--- config.mk ---
export PLATFORM = sky130hd
export DESIGN_NAME = adcsq_ctrl
export DESIGN_NICKNAME = d
export VERILOG_FILES = /design/src/logic/adcsq_pkg.sv /design/src/logic/adcsq_ctrl.sv
export SDC_FILE = /design/constraint.sdc
export NUM_CORES = 1
export LEC_CHECK = 0
export ABC_AREA = 1
export BUFFER_PORTS_ARGS = -buffer_cell sky130_fd_sc_hd__buf_2
export CAP_MARGIN = 5
export CORE_ASPECT_RATIO = 1.1
export CORE_MARGIN = 2
export CORE_UTILIZATION = 51
export DETAILED_ROUTE_END_ITERATION = 10
export GPL_ROUTABILITY_DRIVEN = 1
export PLACE_DENSITY = 0.74
export SYNTH_ARGS = -nofsm -noshare
export SYNTH_HDL_FRONTEND = slang
export SYNTH_SLANG_ARGS = --single-unit
export TNS_END_PERCENT = 30
--- constraint.sdc ---
create_clock -name pclk -period 3.75 [get_ports pclk]
set_clock_uncertainty 0.1 [all_clocks]
set_input_delay 0.375 -clock pclk [delete_from_list [all_inputs] [get_ports pclk]]
set_output_delay 0.375 -clock pclk [all_outputs]
set_load 0.02 [all_outputs]
--- src/logic/adcsq_pkg.sv ---
package adcsq_pkg;
  // register byte addresses
  localparam logic [11:0] ADDR_RAW_STATUS = 12'h004;
  localparam logic [11:0] ADDR_IRQ_MASK = 12'h008;
  localparam logic [11:0] ADDR_OVERFLOW = 12'h010;
  localparam logic [11:0] ADDR_UNDERFLOW = 12'h014;
  localparam logic [11:0] ADDR_START = 12'h028;
  localparam logic [11:0] ADDR_INPUT_SELECT = 12'h040;
  localparam logic [11:0] ADDR_SAMPLE_CONTROL = 12'h044;
  localparam logic [11:0] ADDR_RESULT_FIFO = 12'h048;
  localparam logic [11:0] ADDR_FIFO_STATUS = 12'h04C;
  // per-slot control nibble field positions
  localparam int SLOT_BITS = 4;
  localparam int FLD_DIFF = 0;
  localparam int FLD_LAST = 1;
  localparam int FLD_IRQ = 2;
  localparam int FLD_TEMP = 3;
  // fifo status field positions
  localparam int STAT_FULL = 12;
  localparam int STAT_EMPTY = 8;
  localparam int STAT_HEAD = 4;
  localparam int STAT_TAIL = 0;
  localparam int RESULT_BITS = 10;
  // reset values
  localparam logic [31:0] RST_REG = 32'h0000_0000;
  localparam logic [31:0] RST_FIFO_STATUS = 32'h0000_0100;
  typedef enum logic [1:0] {SEQ_IDLE, SEQ_REQ, SEQ_WAIT} adcsq_seq_type;
endpackage : adcsq_pkg

--- src/logic/adcsq_ctrl.sv ---
// result fifo with valid/ready on both sides
module adcsq_fifo #(
  parameter int WIDTH = 10,
  parameter int DEPTH = 16,
  parameter int PTR_BITS = 4
) (
  input wire logic pclk,
  input wire logic presetn,
  input wire logic ce,
  input wire logic in_valid,
  output logic in_ready,
  input wire logic [WIDTH-1:0] in_data,
  output logic out_valid,
  input wire logic out_ready,
  output logic [WIDTH-1:0] out_data,
  output logic full,
  output logic empty,
  output logic [PTR_BITS-1:0] head,
  output logic [PTR_BITS-1:0] tail
);
  typedef struct packed {
    logic [DEPTH-1:0][WIDTH-1:0] mem;
    logic [PTR_BITS-1:0] head;
    logic [PTR_BITS-1:0] tail;
    logic [PTR_BITS:0] count;
  } adcsq_fifo_state_type;

  adcsq_fifo_state_type st;
  adcsq_fifo_state_type next_st;
  logic push;
  logic pop;

  // honest flags from the occupancy count
  assign full = (st.count == (PTR_BITS+1)'(DEPTH)) ? 1'b1 : 1'b0;
  assign empty = (st.count == '0);
  assign in_ready = ~full;
  assign out_valid = ~empty;
  assign out_data = st.mem[st.tail];
  assign head = st.head;
  assign tail = st.tail;
  assign push = in_valid & in_ready;
  assign pop = out_valid & out_ready;

  // pointer and storage update
  always_comb begin
    next_st = st;
    if (push) begin
      next_st.mem[st.head] = in_data;
      next_st.head = (st.head == PTR_BITS'(DEPTH - 1)) ? '0 : st.head + 1'b1;
    end
    if (pop) begin
      next_st.tail = (st.tail == PTR_BITS'(DEPTH - 1)) ? '0 : st.tail + 1'b1;
    end
    if (push && !pop) begin
      next_st.count = st.count + 1'b1;
    end else if (pop && !push) begin
      next_st.count = st.count - 1'b1;
    end
  end

  // state register
  always_ff @(posedge pclk or negedge presetn) begin
    if (!presetn) begin
      st <= '0;
    end else if (ce) begin
      st <= next_st;
    end
  end
endmodule : adcsq_fifo

// sample sequencer with apb register slave
module adcsq_ctrl #(
  parameter int NUM_SLOTS = 8,
  parameter bit SINGLE_SLOT = 1'b0,
  parameter int FIFO_DEPTH = 16
) (
  input wire logic pclk,
  input wire logic presetn,
  input wire logic ce,
  input wire logic psel,
  input wire logic penable,
  input wire logic pwrite,
  input wire logic [11:0] paddr,
  input wire logic [31:0] pwdata,
  output logic [31:0] prdata,
  output logic pready,
  output logic pslverr,
  output logic conv_req,
  output logic [3:0] conv_input,
  output logic conv_temp,
  output logic conv_diff,
  input wire logic conv_done,
  input wire logic [9:0] conv_data,
  output logic raw_interrupt_flag,
  output logic seq_irq
);
  localparam int SLOTS = SINGLE_SLOT ? 1 : NUM_SLOTS;

  typedef struct packed {
    logic [31:0] ctl;
    logic [31:0] mux;
    logic interrupt_mask_bit;
    logic raw;
    logic ovf;
    logic unf;
    adcsq_pkg::adcsq_seq_type seq;
    logic [2:0] slot;
    logic [31:0] rdata;
  } adcsq_top_state_type;

  adcsq_top_state_type st;
  adcsq_top_state_type next_st;
  logic fifo_in_ready;
  logic fifo_out_valid;
  logic [9:0] fifo_out_data;
  logic fifo_full;
  logic fifo_empty;
  logic [3:0] fifo_head;
  logic [3:0] fifo_tail;
  logic fifo_push;
  logic fifo_pop;
  logic setup;
  logic access_wr;
  logic mapped;
  logic [3:0] nib;
  logic [3:0] pin_sel;
  logic slot_last;
  logic [31:0] ctl_view;

  // control nibble and input nibble of the current slot
  assign nib = st.ctl[st.slot*adcsq_pkg::SLOT_BITS +: adcsq_pkg::SLOT_BITS];
  assign pin_sel = st.mux[st.slot*adcsq_pkg::SLOT_BITS +: adcsq_pkg::SLOT_BITS];
  assign ctl_view = SINGLE_SLOT ? (st.ctl | (32'h1 << adcsq_pkg::FLD_LAST)) : st.ctl;
  assign slot_last = ctl_view[st.slot*adcsq_pkg::SLOT_BITS + adcsq_pkg::FLD_LAST]
                     | (st.slot == 3'(SLOTS - 1));

  // converter request, stalled while the fifo has no room
  assign conv_req = (st.seq == adcsq_pkg::SEQ_REQ) & fifo_in_ready;
  assign conv_temp = nib[adcsq_pkg::FLD_TEMP];
  assign conv_input = pin_sel;
  assign conv_diff = nib[adcsq_pkg::FLD_DIFF] & ~nib[adcsq_pkg::FLD_TEMP];
  assign fifo_push = (st.seq == adcsq_pkg::SEQ_WAIT) & conv_done;

  // apb phases and decode
  assign setup = psel & ~penable;
  assign access_wr = psel & penable & pwrite;
  assign pready = 1'b1;
  assign prdata = st.rdata;
  assign fifo_pop = setup & ~pwrite & (paddr == adcsq_pkg::ADDR_RESULT_FIFO);
  assign pslverr = psel & penable & ~mapped;
  assign seq_irq = st.raw & st.interrupt_mask_bit;
  assign raw_interrupt_flag = st.raw;

  // address decode
  always_comb begin
    if (paddr == adcsq_pkg::ADDR_RAW_STATUS) begin
      mapped = 1'b1;
    end else if (paddr == adcsq_pkg::ADDR_IRQ_MASK) begin
      mapped = 1'b1;
    end else if (paddr == adcsq_pkg::ADDR_OVERFLOW) begin
      mapped = 1'b1;
    end else if (paddr == adcsq_pkg::ADDR_UNDERFLOW) begin
      mapped = 1'b1;
    end else if (paddr == adcsq_pkg::ADDR_START) begin
      mapped = 1'b1;
    end else if (paddr == adcsq_pkg::ADDR_INPUT_SELECT) begin
      mapped = 1'b1;
    end else if (paddr == adcsq_pkg::ADDR_SAMPLE_CONTROL) begin
      mapped = 1'b1;
    end else if (paddr == adcsq_pkg::ADDR_RESULT_FIFO) begin
      mapped = 1'b1;
    end else if (paddr == adcsq_pkg::ADDR_FIFO_STATUS) begin
      mapped = 1'b1;
    end else begin
      mapped = 1'b0;
    end
  end

  // next state: registers, read data, sequencer
  always_comb begin
    next_st = st;
    // read data captured in the setup cycle
    if (setup && !pwrite) begin
      next_st.rdata = adcsq_pkg::RST_REG;
      if (paddr == adcsq_pkg::ADDR_RAW_STATUS) begin
        next_st.rdata[0] = st.raw;
      end else if (paddr == adcsq_pkg::ADDR_IRQ_MASK) begin
        next_st.rdata[0] = st.interrupt_mask_bit;
      end else if (paddr == adcsq_pkg::ADDR_OVERFLOW) begin
        next_st.rdata[0] = st.ovf;
      end else if (paddr == adcsq_pkg::ADDR_UNDERFLOW) begin
        next_st.rdata[0] = st.unf;
      end else if (paddr == adcsq_pkg::ADDR_START) begin
        next_st.rdata[0] = (st.seq != adcsq_pkg::SEQ_IDLE);
      end else if (paddr == adcsq_pkg::ADDR_INPUT_SELECT) begin
        next_st.rdata = st.mux;
      end else if (paddr == adcsq_pkg::ADDR_SAMPLE_CONTROL) begin
        next_st.rdata = ctl_view;
      end else if (paddr == adcsq_pkg::ADDR_RESULT_FIFO) begin
        if (fifo_out_valid) begin
          next_st.rdata[adcsq_pkg::RESULT_BITS-1:0] = fifo_out_data;
        end
      end else if (paddr == adcsq_pkg::ADDR_FIFO_STATUS) begin
        next_st.rdata[adcsq_pkg::STAT_FULL] = fifo_full;
        next_st.rdata[adcsq_pkg::STAT_EMPTY] = fifo_empty;
        next_st.rdata[adcsq_pkg::STAT_HEAD +: 4] = fifo_head;
        next_st.rdata[adcsq_pkg::STAT_TAIL +: 4] = fifo_tail;
      end
    end
    // writes take effect in the access cycle; flags clear on write one
    if (access_wr) begin
      if (paddr == adcsq_pkg::ADDR_RAW_STATUS) begin
        next_st.raw = st.raw & ~pwdata[0];
      end else if (paddr == adcsq_pkg::ADDR_IRQ_MASK) begin
        next_st.interrupt_mask_bit = pwdata[0];
      end else if (paddr == adcsq_pkg::ADDR_OVERFLOW) begin
        next_st.ovf = st.ovf & ~pwdata[0];
      end else if (paddr == adcsq_pkg::ADDR_UNDERFLOW) begin
        next_st.unf = st.unf & ~pwdata[0];
      end else if (paddr == adcsq_pkg::ADDR_INPUT_SELECT) begin
        next_st.mux = pwdata;
      end else if (paddr == adcsq_pkg::ADDR_SAMPLE_CONTROL) begin
        next_st.ctl = pwdata;
      end else if (paddr == adcsq_pkg::ADDR_START) begin
        if (pwdata[0] && st.seq == adcsq_pkg::SEQ_IDLE) begin
          next_st.seq = adcsq_pkg::SEQ_REQ;
          next_st.slot = '0;
        end
      end
    end
    if (fifo_pop && !fifo_out_valid) begin
      next_st.unf = 1'b1;
    end
    // sequencer
    case (st.seq)
      adcsq_pkg::SEQ_IDLE: begin
      end
      adcsq_pkg::SEQ_REQ: begin
        if (fifo_in_ready) begin
          next_st.seq = adcsq_pkg::SEQ_WAIT;
        end else begin
          next_st.ovf = 1'b1;
        end
      end
      adcsq_pkg::SEQ_WAIT: begin
        if (conv_done) begin
          if (nib[adcsq_pkg::FLD_IRQ]) begin
            next_st.raw = 1'b1;
          end
          if (slot_last) begin
            next_st.seq = adcsq_pkg::SEQ_IDLE;
          end else begin
            next_st.slot = st.slot + 3'd1;
            next_st.seq = adcsq_pkg::SEQ_REQ;
          end
        end
      end
      default: begin
        next_st.seq = adcsq_pkg::SEQ_IDLE;
      end
    endcase
  end

  // state register
  always_ff @(posedge pclk or negedge presetn) begin
    if (!presetn) begin
      st <= '0;
    end else if (ce) begin
      st <= next_st;
    end
  end

  // result fifo
  adcsq_fifo #(
    .WIDTH(adcsq_pkg::RESULT_BITS),
    .DEPTH(FIFO_DEPTH),
    .PTR_BITS(4)
  ) u_fifo (
    .pclk(pclk),
    .presetn(presetn),
    .ce(ce),
    .in_valid(fifo_push),
    .in_ready(fifo_in_ready),
    .in_data(conv_data),
    .out_valid(fifo_out_valid),
    .out_ready(fifo_pop),
    .out_data(fifo_out_data),
    .full(fifo_full),
    .empty(fifo_empty),
    .head(fifo_head),
    .tail(fifo_tail)
  );
endmodule : adcsq_ctrl

# [Yosys cells after proc, flatten, opt, wreduce, memory -nomap -nowiden]
# Index checks and enable logic that the tools add are counted.
[word_totals] in_bits=61 regBits=278 elab_cells=175 output_inout_bits=43
[op_classes] mux=66 n_lt_le_gt_ge=4 n_eq_ne=18 n_reduce_logical=23 shift=2 n_bitwise=28 add_sub_neg=6
[op_table] operator="$bwmux W160" count=1
[op_table] operator="$mux W31" count=5
[op_table] operator="$shiftx A32 B6 Y4" count=2
[op_table] operator="$eq A12 B7 Y1 const B" count=4
[op_table] operator="$bmux W10 S4" count=1
[op_table] operator="$demux W10 S4" count=1
[op_table] operator="$mux W10" count=4
[op_table] operator="$mux W5" count=8
[op_table] operator="$mux W32" count=1
[op_table] operator="$mux W1" count=30
[op_table] operator="$eq A12 B5 Y1 const B" count=2
[op_table] operator="$mux W19" count=1
[op_table] operator="$mux W9" count=2
[op_table] operator="$and A1 B1 Y1" count=15
[op_table] operator="$mux W7" count=2
[op_table] operator="$eq A12 B3 Y1 const B" count=1
[op_table] operator="$eq A12 B4 Y1 const B" count=1
[op_table] operator="$eq A12 B6 Y1 const B" count=1
[op_table] operator="$not A1 Y1" count=12
[op_table] operator="$lt A4 B5 Y1 const B" count=2
[op_table] operator="$add A4 B1 Y4 const B" count=2
[op_table] operator="$eq A4 B4 Y1 const B" count=2
[op_table] operator="$mux W4" count=2
[op_table] operator="$mux W8" count=1
[op_table] operator="other kinds (27)" count=44

# [Logic depth before layout (Yosys ltp)]
# Gate-level depths: netlist (run 1).
[logic_depth] depth_word=14 mapped_depth=16 depth_no_buf=16

# [By module]
# A second synthesis (run 1) with hierarchy kept.
[unflattened] cells_unflattened=2035 area_unflattened_um2=14998.1
[by_module_without_submodules] module="adcsq_fifo" cells_each=1258 seq_area_each_um2=4329.2 area_per_inst_um2=9041.2 instances=1
[by_module_without_submodules] module="adcsq_ctrl" cells_each=777 seq_area_each_um2=2627.5 area_per_inst_um2=5957.0 instances=1

# [Least setup slack after synthesis (run 1)]
# No wires, ideal clock.
[synth_path] kind="in2reg" from="in paddr[11]" to="reg u_fifo.st[4] in the netlist's numbering" n_path_buf=0 setup_time_ps=125 path_stages=16 required_time_ps=3525 setup_slack_ps=1188 arrival_time_ps=2337 path_cell_list="nor2_1 nand2_1 nor2_1 nand2_1 nor3_2 nand2_1 ha_1 inv_1 ha_1 nand2_1 nand2_1 a21oi_1 nand2_1 nand2_1 nor2_1 xor2_1"
[synth_between] elab_chain_len=7 elab_cells_between_ends=9 classes_between="eq/ne: 1; mux: 1; bitwise: 2; reduce/logical: 5"
[synth_lines] item="start, declared" line_no="adcsq_ctrl.sv:83" rtl="input wire logic [11:0] paddr,"
[synth_lines] item="$eq A12 B7 Y1 (*)" line_no="adcsq_ctrl.sv:149" rtl="assign fifo_pop = setup & ~pwrite & (paddr == adcsq_pkg::ADDR_RESULT_FIFO);"
[synth_lines] item="$and A1 B1 Y1 (*)" line_no="adcsq_ctrl.sv:149"
[synth_lines] item="$and A1 B1 Y1 (*)" line_no="adcsq_ctrl.sv:42" rtl="assign pop = out_valid & out_ready;"
[synth_lines] item="$logic_not A1 Y1" line_no="adcsq_ctrl.sv:54" rtl="if (push && !pop) begin"
[synth_lines] item="$logic_and A1 B1 Y1" line_no="adcsq_ctrl.sv:54"
[synth_lines] item="$reduce_bool A2 Y1 (no line)"
[synth_lines] item="$reduce_and A2 Y1 (no line)"
[synth_lines] item="end signal, assigned" line_no="adcsq_ctrl.sv:66" rtl="st <= next_st;"
[synth_lines] item="end, declared" line_no="adcsq_ctrl.sv:28" rtl="adcsq_fifo_state_type st;"
# Every way passes the cells marked *; elsewhere a longest branch is shown, timed or not.
# A chain may end at the register's enable or synchronous reset.

# [Worst setup path after layout (run 1)]
[layout_path] from="reg st[33] in the netlist's numbering" to="out conv_diff"
[layout_between] elab_chain_len=3
[layout_lines] item="start, declared" line_no="adcsq_ctrl.sv:111" rtl="adcsq_top_state_type st;"
[layout_lines] item="start signal, assigned" line_no="adcsq_ctrl.sv:269" rtl="st <= next_st;"
[layout_lines] item="$shiftx A32 B6 Y4 (*)" line_no="adcsq_ctrl.sv:131" rtl="assign nib = st.ctl[st.slot*adcsq_pkg::SLOT_BITS +: adcsq_pkg::SLOT_BITS];"
[layout_lines] item="$not A1 Y1" line_no="adcsq_ctrl.sv:141" rtl="assign conv_diff = nib[adcsq_pkg::FLD_DIFF] & ~nib[adcsq_pkg::FLD_TEMP];"
[layout_lines] item="$and A1 B1 Y1 (*)" line_no="adcsq_ctrl.sv:141"
[layout_lines] item="end, declared" line_no="adcsq_ctrl.sv:91" rtl="output logic conv_diff,"
# Marks and branches as above.

==> out/qor.yml, run 1 <==
min-delay-path-class: "in -> reg"
place.detailed.hpwl_um: 24000
crit_family: "compound AO/OA/AOI/OAI gates"
start_kind: "flip-flop"
detail_route.iter0.violations: 1025
route.detailed.wl_per_inst_um: 17.2
grt.total_usage_pct: 25.9
die_w_um: 161
critPathMaxStageDelay_ns: 0.69
worstRegToRegCells: 15
final_core_util_pct: 57.5
cp.arrival_ns: 2.85
powerDensity_nw_per_um2: 425
synth_warn: 0
core_um2: 26900
outcome: "finished, final reports clean"
postCtsHoldBufs: 16
post_synthesis_cells: 1724
crit-reg2reg-capture: "u_fifo.st[4]"
clockRootBuffer: "sky130_fd_sc_hd__clkbuf_16"
maxCapViolations: 0
cts_made_buffers: 29
grt_antenna_before_repair: 1
r2r-start: "u_fifo.st[0]"
max_slew_margin_pct: 37.9
crit_type: "reg -> out"
postCtsSetupRepairBufs: 0
clock_latency_reported_for_the_late_side_of_the_worst_skew_pair_ns: 0.55
synthesis.area_um2: 13900
setup.worst_path.end_class: "output pin"
final_common_cell: "sky130_fd_sc_hd__nand2_1"
synthArstFlopShare_pct: 100
die_height_um: 177
crit_path_frequent_cell: "sky130_fd_sc_hd__o21ai_0"
hold-path-cell-count: 3
max-vdd-ir-drop_v: 0.000345
drt-vias-per-instance: 5.60
clk_pin_slew_worst_paths_ns: 0.06
post_route_antenna_net_violation_count: 0
finalWorstPathRequiredPeriod_ns: 3.32
crit_chain: "clkinv_1, a21oi_1, o21ai_0, o21ai_0, nor2_1, a31oi_1, a21o_1, inv_1, buf_2"
power.total_mw: 6.58
rsz0062_at_grt: "no"
post_cts_resized: 0
final_cell_mix: "426 x sky130_fd_sc_hd__nand2_1, 277 x sky130_fd_sc_hd__dfrtp_1, 240 x sky130_fd_sc_hd__o21ai_0"
finalMaxSlewViolations: 0
routability_congestion_estimate: 0.909
timing.critical_path.slowest_stage_cell: "sky130_fd_sc_hd__dfrtp_1"
routed_wirelength_um: 36700
area.growth.synth_to_final_pct: 11.3
predominant_post_synthesis_flop_cell: "sky130_fd_sc_hd__dfrtp_1"
floorplan.rows: 63
hold_slack_ns: 0.0123
synth-seq-cells: 278
yosys.cell_types.count: 41
cts_sink_cnt: 278
timing_hold_violations_final: 0
worst-slew-pin-transition_ns: 0.929
synth_enable_flop_cells: 0
grt-ovfl-total: 0
antenna_cells_inserted: 0
timing.final.setup_violations: 0
grt_first_pass_wirelength_um: 59700
cp_data_required_time_ns: 3.27
postSynthAreaPerCell_um2: 8.06
num-nets-final: 1829
start_util_pct: 51.7
maxClockFrequency_mhz: 301
path_max_fanout: 19
finalCritPeriodShare_pct: 88.6
seq_total_area_yosys_pct: 50.1
mappedNetlistNets: 1797
tritoncts: "yes"
rrSetupSlack_ns: 0.98
drive_above_1_share_pct: 13.3
num_vias: 11900
total_negative_setup_slacks_ns: 0
clock_tree.buffer_depth: 3
first_global_vias: 11300
crit_buf_inv: 3
min-delay-start: "pwdata[19]"
cellLeakagePower_nw: 7.39
post-route-drc-count: 0
placement.io_buffers: 102
cts.htree.levels: 1
grt_max_degree: 100
die_area_um2: 28600
hold_path_end: "ctl_view[19]"
boundaryPins: 104
first_pass_iters: 6
==> cell type report <==
class / count / area, µm²
well taps: 357 / 447
fillers: 2400 / 11400
flip-flops and latches: 278 / 6960
clock inverters: 10 / 131
clock buffers: 41 / 861
inverters: 152 / 573
multi-input cells: 1156 / 5630
repair buffers: 139 / 863
==> worst register-to-register path: stages (launching register included) <==
cell	delay, ns
sky130_fd_sc_hd__dfrtp_1	0.44
sky130_fd_sc_hd__nor2_1	0.13
sky130_fd_sc_hd__nand2_1	0.08
sky130_fd_sc_hd__nor2_1	0.28
sky130_fd_sc_hd__nor3_2	0.15
sky130_fd_sc_hd__nand2_1	0.09
sky130_fd_sc_hd__ha_1	0.19
sky130_fd_sc_hd__inv_1	0.12
sky130_fd_sc_hd__fa_1	0.47
sky130_fd_sc_hd__nand2_1	0.08
sky130_fd_sc_hd__nand2_1	0.05
sky130_fd_sc_hd__a21oi_1	0.17
sky130_fd_sc_hd__nand2_1	0.07
sky130_fd_sc_hd__nand2_1	0.06
sky130_fd_sc_hd__nor2_1	0.04
sky130_fd_sc_hd__xor2_1	0.13
==> per-layer routing <==
metal	share of wire, %	GRT usage (%)
met5	0	0
met4	3.0	8.22
met3	6.6	3.16
met2	48	44.1
met1	42	34.8
==> flip-flops by register name (all words and copies together) (netlist names) <==
register	flops
u_fifo.head	4
u_fifo.st	165
prdata	32
st	40
raw_interrupt_flag	1
u_fifo.tail	4
ctl_view	32
==> synth_stat cells, drive strengths merged (5+ instances only) <==
| library cell | number | area, µm² |
|---|---|---|
| clkbuf | 64 | 240 |
| nand4 | 8 | 77.6 |
| o21ai | 350 | 1870 |
| nor2 | 153 | 632 |
| a31oi | 6 | 37.5 |
| nor3 | 10 | 76.3 |
| ha | 11 | 138 |
| buf | 74 | 490 |
| inv | 149 | 562 |
| nand3 | 57 | 295 |
| nand2 | 428 | 1610 |
| o211ai | 23 | 173 |
| dfrtp | 278 | 6960 |
| a21oi | 53 | 265 |
| a22o | 10 | 87.6 |
| xor2 | 5 | 43.8 |
| o221ai | 15 | 131 |
| o22ai | 18 | 113 |
==> per-stage QoR <==
stage          instances  area [µm²]  setup slack [ns]
2_1_floorplan       1724       13900              1.19
3_3_place_gp        2066       14300             0.868
3_5_place_dp        2066       14300             0.725
4_1_cts             2133       15500             0.485
5_1_grt             2133       15500             0.232
6_report            2133       15500             0.429
==> cells by family after synthesis <==
group	Yosys count	share of synthesized area (%)
buf+inv	290	9.39
simple gates	659	19.5
fa+ha+maj	12	1.14
other cells	1	0.0270
xor+xnor	5	0.315
flops	278	50.1
compound gates	479	19.5
==> power by group <==
group | switching [mW] | total [mW] | internal, mW
clock | 1.18 | 2.98 | 1.79
sequential | 0.0695 | 3.15 | 3.08
combinational | 0.299 | 0.446 | 0.146
total | 1.55 | 6.58 | 5.02
==> worst max-delay path by stage <==
stage              start           end  slack [ns]  cells past startpoint
3_5_place_dp   paddr[11]  u_fifo.st[4]        0.72                     17
2_1_floorplan  paddr[11]  u_fifo.st[4]        1.19                     16
3_3_place_gp   paddr[11]  u_fifo.st[4]        0.87                     17
6_report          st[33]     conv_diff        0.43                      9
4_1_cts           st[33]     conv_diff        0.48                      9
5_1_grt           st[33]     conv_diff        0.23                      9
Note: power is estimated with default switching activity, not from simulation.
==> inputs of run 2 (changes only) <==
--- a/config.mk
+++ b/config.mk
@@ -16,2 +16,3 @@
 export PLACE_DENSITY = 0.74
+export REMOVE_ABC_BUFFERS = 1
 export SYNTH_ARGS = -nofsm -noshare
==> constraint.sdc (replaced) <==
create_clock -name pclk -period 3.75 [get_ports pclk]
set_clock_uncertainty 0.1 [all_clocks]
set_input_delay 0.1875 -clock pclk [delete_from_list [all_inputs] [get_ports pclk]]
set_output_delay 0.1875 -clock pclk [all_outputs]
set_load 0.02 [all_outputs]
==> out/qor.yml, run 2 (synthesis results as in run 1) <==
crit_path_frequent_cell: "sky130_fd_sc_hd__o21ai_0"
grt-ovfl-total: 0  # unchanged
timing.critical_path.slowest_stage_cell: "sky130_fd_sc_hd__clkinv_1"
clock_latency_reported_for_the_late_side_of_the_worst_skew_pair_ns: 0.56  # about the same
crit-reg2reg-capture: "u_fifo.st[4]"
max_flop_register: "u_fifo.st"
finalWorstPathRequiredPeriod_ns: 3.06  # -0.265 ns
crit_type: "reg -> out"
num_vias: 11900  # -0.017%
grt_antenna_before_repair: 0  # -1
start_kind: "flip-flop"
max_slew_margin_pct: 36.8  # -1.0 points
path_max_fanout: 35  # +16
routed_wirelength_um: 37200  # +1.3%
clockRootBuffer: "sky130_fd_sc_hd__clkbuf_16"
finalCritPeriodShare_pct: 81.5  # -7.1 points
area.growth.synth_to_final_pct: 13.7
antenna_cells_inserted: 0  # unchanged
die_w_um: 161  # unchanged
drive_above_1_share_pct: 13.3  # +0.015 points
timing_hold_violations_final: 0  # unchanged
crit_chain: "clkinv_1, a21oi_1, o21ai_0, o21ai_0, nor2_1, a31oi_1, a21o_1, inv_1, buf_2"
critPathMaxStageDelay_ns: 0.68  # about the same
first_pass_iters: 5  # -1
core_um2: 26900  # unchanged
route.detailed.wl_per_inst_um: 17.2  # about the same
clk_pin_slew_worst_paths_ns: 0.06  # about the same
die_area_um2: 28600  # unchanged
final_cell_mix: "426 x sky130_fd_sc_hd__nand2_1, 277 x sky130_fd_sc_hd__dfrtp_1, 240 x sky130_fd_sc_hd__o21ai_0"
post_route_antenna_net_violation_count: 0  # unchanged
fill_cells: 2397  # -0.13%
clock_tree.buffer_depth: 3  # unchanged
register_area_um2: 6960  # unchanged
cp_data_required_time_ns: 3.46  # +0.19 ns
finalMaxSlewViolations: 0  # unchanged
place.detailed.hpwl_um: 23400  # -2.5%
post-route-drc-count: 0  # unchanged
detail_route.iter0.violations: 1005  # -2.0%
worst-slew-pin-transition_ns: 0.947  # +0.0181 ns
final_area_um2: 15800  # +2.1%
multi_input_comb_area_um2: 5630  # unchanged
grt.total_usage_pct: 26.2  # +0.24 points
maxClockFrequency_mhz: 327  # +8.7%
grt_first_pass_wirelength_um: 59900  # +0.22%
placement.cell_area_um2: 14300  # +0.24%
crit_buf_inv: 3  # unchanged
worstRegToRegCells: 15  # unchanged
grt_max_degree: 122  # +22%
first_global_vias: 11500  # +1.1%
hold-path-cell-count: 3  # unchanged
maxCapViolations: 0  # unchanged
routability_congestion_estimate: 0.852  # -6.2%
setup.worst_path.end_class: "output pin"
timing.final.setup_violations: 0  # unchanged
rsz0062_at_grt: "no"
placement.io_buffers: 102  # unchanged
outcome: "finished, final reports clean"
min-delay-path-class: "in -> reg"
start_util_pct: 51.7  # unchanged
rrSetupSlack_ns: 0.94  # -0.04 ns
die_height_um: 177  # unchanged
largest_reg_flops: 165  # unchanged
final_common_cell: "sky130_fd_sc_hd__nand2_1"
floorplan.rows: 63  # unchanged
hold_path_end: "u_fifo.st[130]"
cts_sink_cnt: 278  # unchanged
drt-vias-per-instance: 5.52  # -1.3%
cp_num_cells: 9  # unchanged
min-delay-start: "conv_data[7]"
tritoncts: "yes"
r2r-start: "u_fifo.st[0]"
crit_family: "compound AO/OA/AOI/OAI gates"
cellLeakagePower_nw: 7.52  # +1.7%
top_regs: "u_fifo.st x165, st x40"
powerDensity_nw_per_um2: 425  # about the same
max-vdd-ir-drop_v: 0.000368  # +6.6%
boundaryPins: 104  # unchanged
total_negative_setup_slacks_ns: 0  # unchanged
num-nets-final: 1856  # +1.5%
cts_made_buffers: 29  # unchanged
cts.htree.levels: 1  # unchanged
cp.arrival_ns: 2.77  # -0.08 ns
==> run 2: cell types whose count changed in the layout (fill, tap and decap cells not counted), moves of 2 or more <==
cell | before | now
sky130_fd_sc_hd__clkbuf_8 | 9 | 7
sky130_fd_sc_hd__clkinvlp_4 | 1 | 3
sky130_fd_sc_hd__buf_4 | 19 | 21
sky130_fd_sc_hd__bufinv_16 | 3 | 5
sky130_fd_sc_hd__dlygate4sd3_1 | 16 | 40
==> run 2: per-stage QoR <==
step	power [mW]	hold WS, ns	setup WS [ns]	utilization, %	std cells
2_1_floorplan	3.45	-0.208	0.579	-	1586
3_3_place_gp	3.62	0.242	0.938	53.4	2069
3_5_place_dp	3.63	0.255	0.887	53.4	2069
4_1_cts	6.76	0.00150	0.761	58.7	2161
5_1_grt	6.97	0.0526	0.450	58.7	2161
6_report	6.72	0.0143	0.694	58.7	2161
==> run 2: what timing repair did <==
action	CTS	global route
endpoints found under the setup margin	0	0
buffers inserted	0	0
gates resized for setup	0	0
hold buffers	40	0
hold endpoints to repair	197	0
==> run 2: final cells by class <==
cell class / instances / area share, %
sequential: 278 / 44.1
inverter: 152 / 3.63
tap: 357 / 2.83
multi-input combinational: 1156 / 35.6
timing repair buffer: 166 / 7.21
clock inverter: 13 / 1.35
clock buffer: 39 / 5.28
==> run 2: power by group <==
group / leakage [nW] / internal, mW / switching (mW)
clock network: 0.508 / 1.90 / 1.20
logic: 3.18 / 0.161 / 0.295
registers: 3.83 / 3.08 / 0.0677
total: 7.52 / 5.15 / 1.57
==> run 2: layer usage <==
layer / GRT usage, % / part of all wire (%) / vias up
li1: - / - / 5739
met1: 33.7 / 42 / 5708
met2: 44.4 / 48 / 409
met3: 4.73 / 6.6 / 83
met4: 9.38 / 3.3 / 0
met5: 0 / 0 / -
==> run 2: worst max-delay path by stage <==
stage | startpoint | end | slack, ns
2_1_floorplan | u_fifo.tail[0] | prdata[1] | 0.58
3_3_place_gp | paddr[11] | u_fifo.st[4] | 0.94
3_5_place_dp | paddr[11] | u_fifo.st[4] | 0.89
4_1_cts | st[32] | conv_diff | 0.76
5_1_grt | st[32] | conv_diff | 0.45
6_report | st[32] | conv_diff | 0.69
==> run 2: worst register-to-register path: cells and delay by family (launching register included) <==
| kind | cells | cell delay, ns |
|---|---|---|
| xor gates and xnor gates | 1 | 0.13 |
| buffers and inverters | 1 | 0.12 |
| DFF | 1 | 0.43 |
| AOI/OAI and AO/OA | 1 | 0.16 |
| adders and majority gates | 2 | 0.65 |
| and+or+nand+nor | 10 | 1.11 |
==> inputs of run 3 (changes only) <==
- ABC_AREA: 1 -> 0
- PLACE_DENSITY: 0.74 -> 0.77
- clock period: 3.75 -> 2.8 ns (I/O delays scaled with it)
==> out/qor.yml, run 3 <==
outcome: "finished, final reports clean"
detail_route.iter0.violations: 784  # -22%
cp.arrival_ns: 2.44  # -0.33 ns
core_um2: 26300  # -2.2%
area.growth.synth_to_final_pct: 17.2
post_synth_main_area_contributors: "sky130_fd_sc_hd__dfrtp_1 51%, sky130_fd_sc_hd__mux2_2 16%, sky130_fd_sc_hd__mux4_2 9.2%"
final_common_cell: "sky130_fd_sc_hd__dfrtp_1"
clock_tree.buffer_depth: 3  # unchanged
instances_no_fill: 1508  # -30%
first_global_vias: 9400  # -18%
hold_slack_ns: 0.0247  # +0.0104 ns
synth_top_cell_by_area: "sky130_fd_sc_hd__dfrtp_1"
cts.htree.levels: 1  # unchanged
post_synthesis_cells: 998  # -42%
clockRootBuffer: "sky130_fd_sc_hd__clkbuf_16"
grt_first_pass_wirelength_um: 52400  # -12%
placement.io_buffers: 102  # unchanged
die_w_um: 160  # -0.67%
synth_enable_flop_cells: 0  # unchanged
rrSetupSlack_ns: 0.18  # -0.76 ns
rsz0062_at_grt: "no"
setup.worst_path.end_class: "output pin"
route.detailed.wl_per_inst_um: 21.7  # +26%
yosysMostFrequentCell: "sky130_fd_sc_hd__dfrtp_1"
clk_pin_slew_worst_paths_ns: 0.06  # about the same
floorplan.rows: 62  # -1.6%
place.detailed.hpwl_um: 21900  # -6.1%
routability_congestion_estimate: 0.842  # -1.2%
crit_chain: "buf_6, mux4_2, mux2_2, nor2_1, buf_2"
first_pass_iters: 5  # unchanged
timing.final.setup_violations: 0  # unchanged
die_height_um: 176  # -0.67%
synthTopCellsByCount: "278 x sky130_fd_sc_hd__dfrtp_1, 196 x sky130_fd_sc_hd__mux2_2, 60 x sky130_fd_sc_hd__nor2_1"
place_inst: 1408  # -32%
synthArstFlopShare_pct: 100  # unchanged
cellLeakagePower_nw: 7.82  # +4.0%
powerDensity_nw_per_um2: 535  # +26%
maxCapViolations: 0  # unchanged
grt_max_degree: 96  # -21%
seq_total_area_yosys_pct: 50.8  # +0.69 points
fill_cells: 1965  # -18%
r2r-start: "u_fifo.st[3]"
die_area_um2: 28200  # -1.3%
start_kind: "flip-flop"
max_flop_register: "u_fifo.st"
hold_path_end: "u_fifo.st[134]"
start_util_pct: 52.1  # +0.42 points
grt_antenna_before_repair: 0  # unchanged
boundaryPins: 104  # unchanged
critPathMaxStageDelay_ns: 0.54  # -0.14 ns
largest_reg_flops: 165  # unchanged
top_regs: "u_fifo.st x165, st x40"
min-delay-start: "conv_data[1]"
post-route-drc-count: 0  # unchanged
finalCritPeriodShare_pct: 95.8
cts_sink_cnt: 278  # unchanged
cp_data_required_time_ns: 2.56  # -0.90 ns
drive_above_1_share_pct: 44.4  # +31 points
finalWorstPathRequiredPeriod_ns: 2.68
hold-path-cell-count: 2  # -1
postSynthAreaPerCell_um2: 13.7  # +70%
predominant_post_synthesis_flop_cell: "sky130_fd_sc_hd__dfrtp_1"
tritoncts: "yes"
timing_hold_violations_final: 0  # unchanged
finalMaxSlewViolations: 0  # unchanged
worstRegToRegCells: 12  # -3
grt-ovfl-total: 0  # unchanged
final_cell_mix: "275 x sky130_fd_sc_hd__dfrtp_1, 196 x sky130_fd_sc_hd__mux2_2, 101 x sky130_fd_sc_hd__buf_2"
grt.total_usage_pct: 23.5  # -2.6 points
crit_type: "reg -> out"
min-delay-path-class: "in -> reg"
yosys.cell_types.count: 68  # +66%
clock_latency_reported_for_the_late_side_of_the_worst_skew_pair_ns: 0.54  # -0.02 ns
post_route_antenna_net_violation_count: 0  # unchanged
crit-reg2reg-capture: "u_fifo.st[4]"
synth_warn: 0  # unchanged
timing.critical_path.slowest_stage_cell: "sky130_fd_sc_hd__mux4_2"
synth_top_area_share_pct: 50.8  # +0.69 points
maxClockFrequency_mhz: 373
routed_wirelength_um: 32700  # -12%
num-nets-final: 1209  # -35%
max-vdd-ir-drop_v: 0.000484  # +31%
cts_made_buffers: 29  # unchanged
num_vias: 8967  # -25%
drt-vias-per-instance: 5.95  # +7.6%
synth-seq-cells: 278  # unchanged
antenna_cells_inserted: 0  # unchanged
worst-slew-pin-transition_ns: 0.837  # -0.110 ns
path_max_fanout: 13  # -63%
max_slew_margin_pct: 43.9  # +7.1 points
synthesis.area_um2: 13700  # -1.4%
## run 3: cells by family after synthesis
logic type      share of synthesized area [%]
compound gates                           6.02
xor+xnor                                0.447
simple gates                             6.91
buf+inv                                  4.58
other cells                            0.0274
flops                                    50.8
mux                                      30.1
fa+ha+maj                                1.15
## run 3: how the worst max path moves through the flow
stage,from,endpoint,slack (ns),depth (start not counted)
after detailed placement,paddr[1],u_fifo.st[4],0.003,13
after global routing,st[32],conv_diff,0.006,5
final,st[32],conv_diff,0.12,5
after floorplan,u_fifo.tail[0],prdata[9],-0.46,4
after CTS,u_fifo.st[0],u_fifo.st[4],0.008,12
after global placement,paddr[1],u_fifo.st[4],0.08,13
## run 3: stage by stage
| step | total power, mW | instance area (µm²) | setup TNS, ns | utilization (%) | worst slack, ns |
|---|---|---|---|---|---|
| 2_1_floorplan | 4.42 | 13100 | -3.74 | - | -0.462 |
| 3_3_place_gp | 4.72 | 14600 | 0 | 55.5 | 0.0779 |
| 3_5_place_dp | 4.74 | 14600 | 0 | 55.5 | 0.00349 |
| 4_1_cts | 8.65 | 16000 | 0 | 61.0 | 0.00826 |
| 5_1_grt | 8.89 | 16100 | 0 | 61.1 | 0.00563 |
| 6_report | 8.59 | 16100 | 0 | 61.1 | 0.117 |
## run 3: area by class of cell
type / count / area (µm²) / share of cell area, %
timing repair buffer: 212 / 1550 / 9.62
inverter: 5 / 18.8 / 0.117
sequential: 278 / 6960 / 43.3
tap: 352 / 440 / 2.74
multi-input combinational: 610 / 6140 / 38.2
clock inverter: 7 / 113 / 0.701
clock buffer: 44 / 842 / 5.24
## run 3: metal layers
metal,part of all wire (%),global-route usage (%)
met2,49,39.3
met3,5.1,2.95
met1,43,32.4
met5,0,0
met4,3.2,7.58
## run 3: worst max-delay path: cells and delay by family (launching register included)
kind | cells | cell delay (ns)
flops | 1 | 0.49
mux | 2 | 0.86
simple gates | 1 | 0.12
buf+inv | 2 | 0.43
## run 3: where the power goes
part	switching (mW)	internal, mW
Clock	1.54	2.33
Sequential	0.0399	4.09
Combinational	0.379	0.206
Total	1.96	6.63
## run 3: what timing repair did
action	4_1_cts	5_1_grt
hold buffers	48	0
gates resized for setup	3	6
setup buffers	0	1
setup endpoints to repair	3	1
hold endpoints to repair	251	0
pin swaps	0	1
gates cloned	0	0
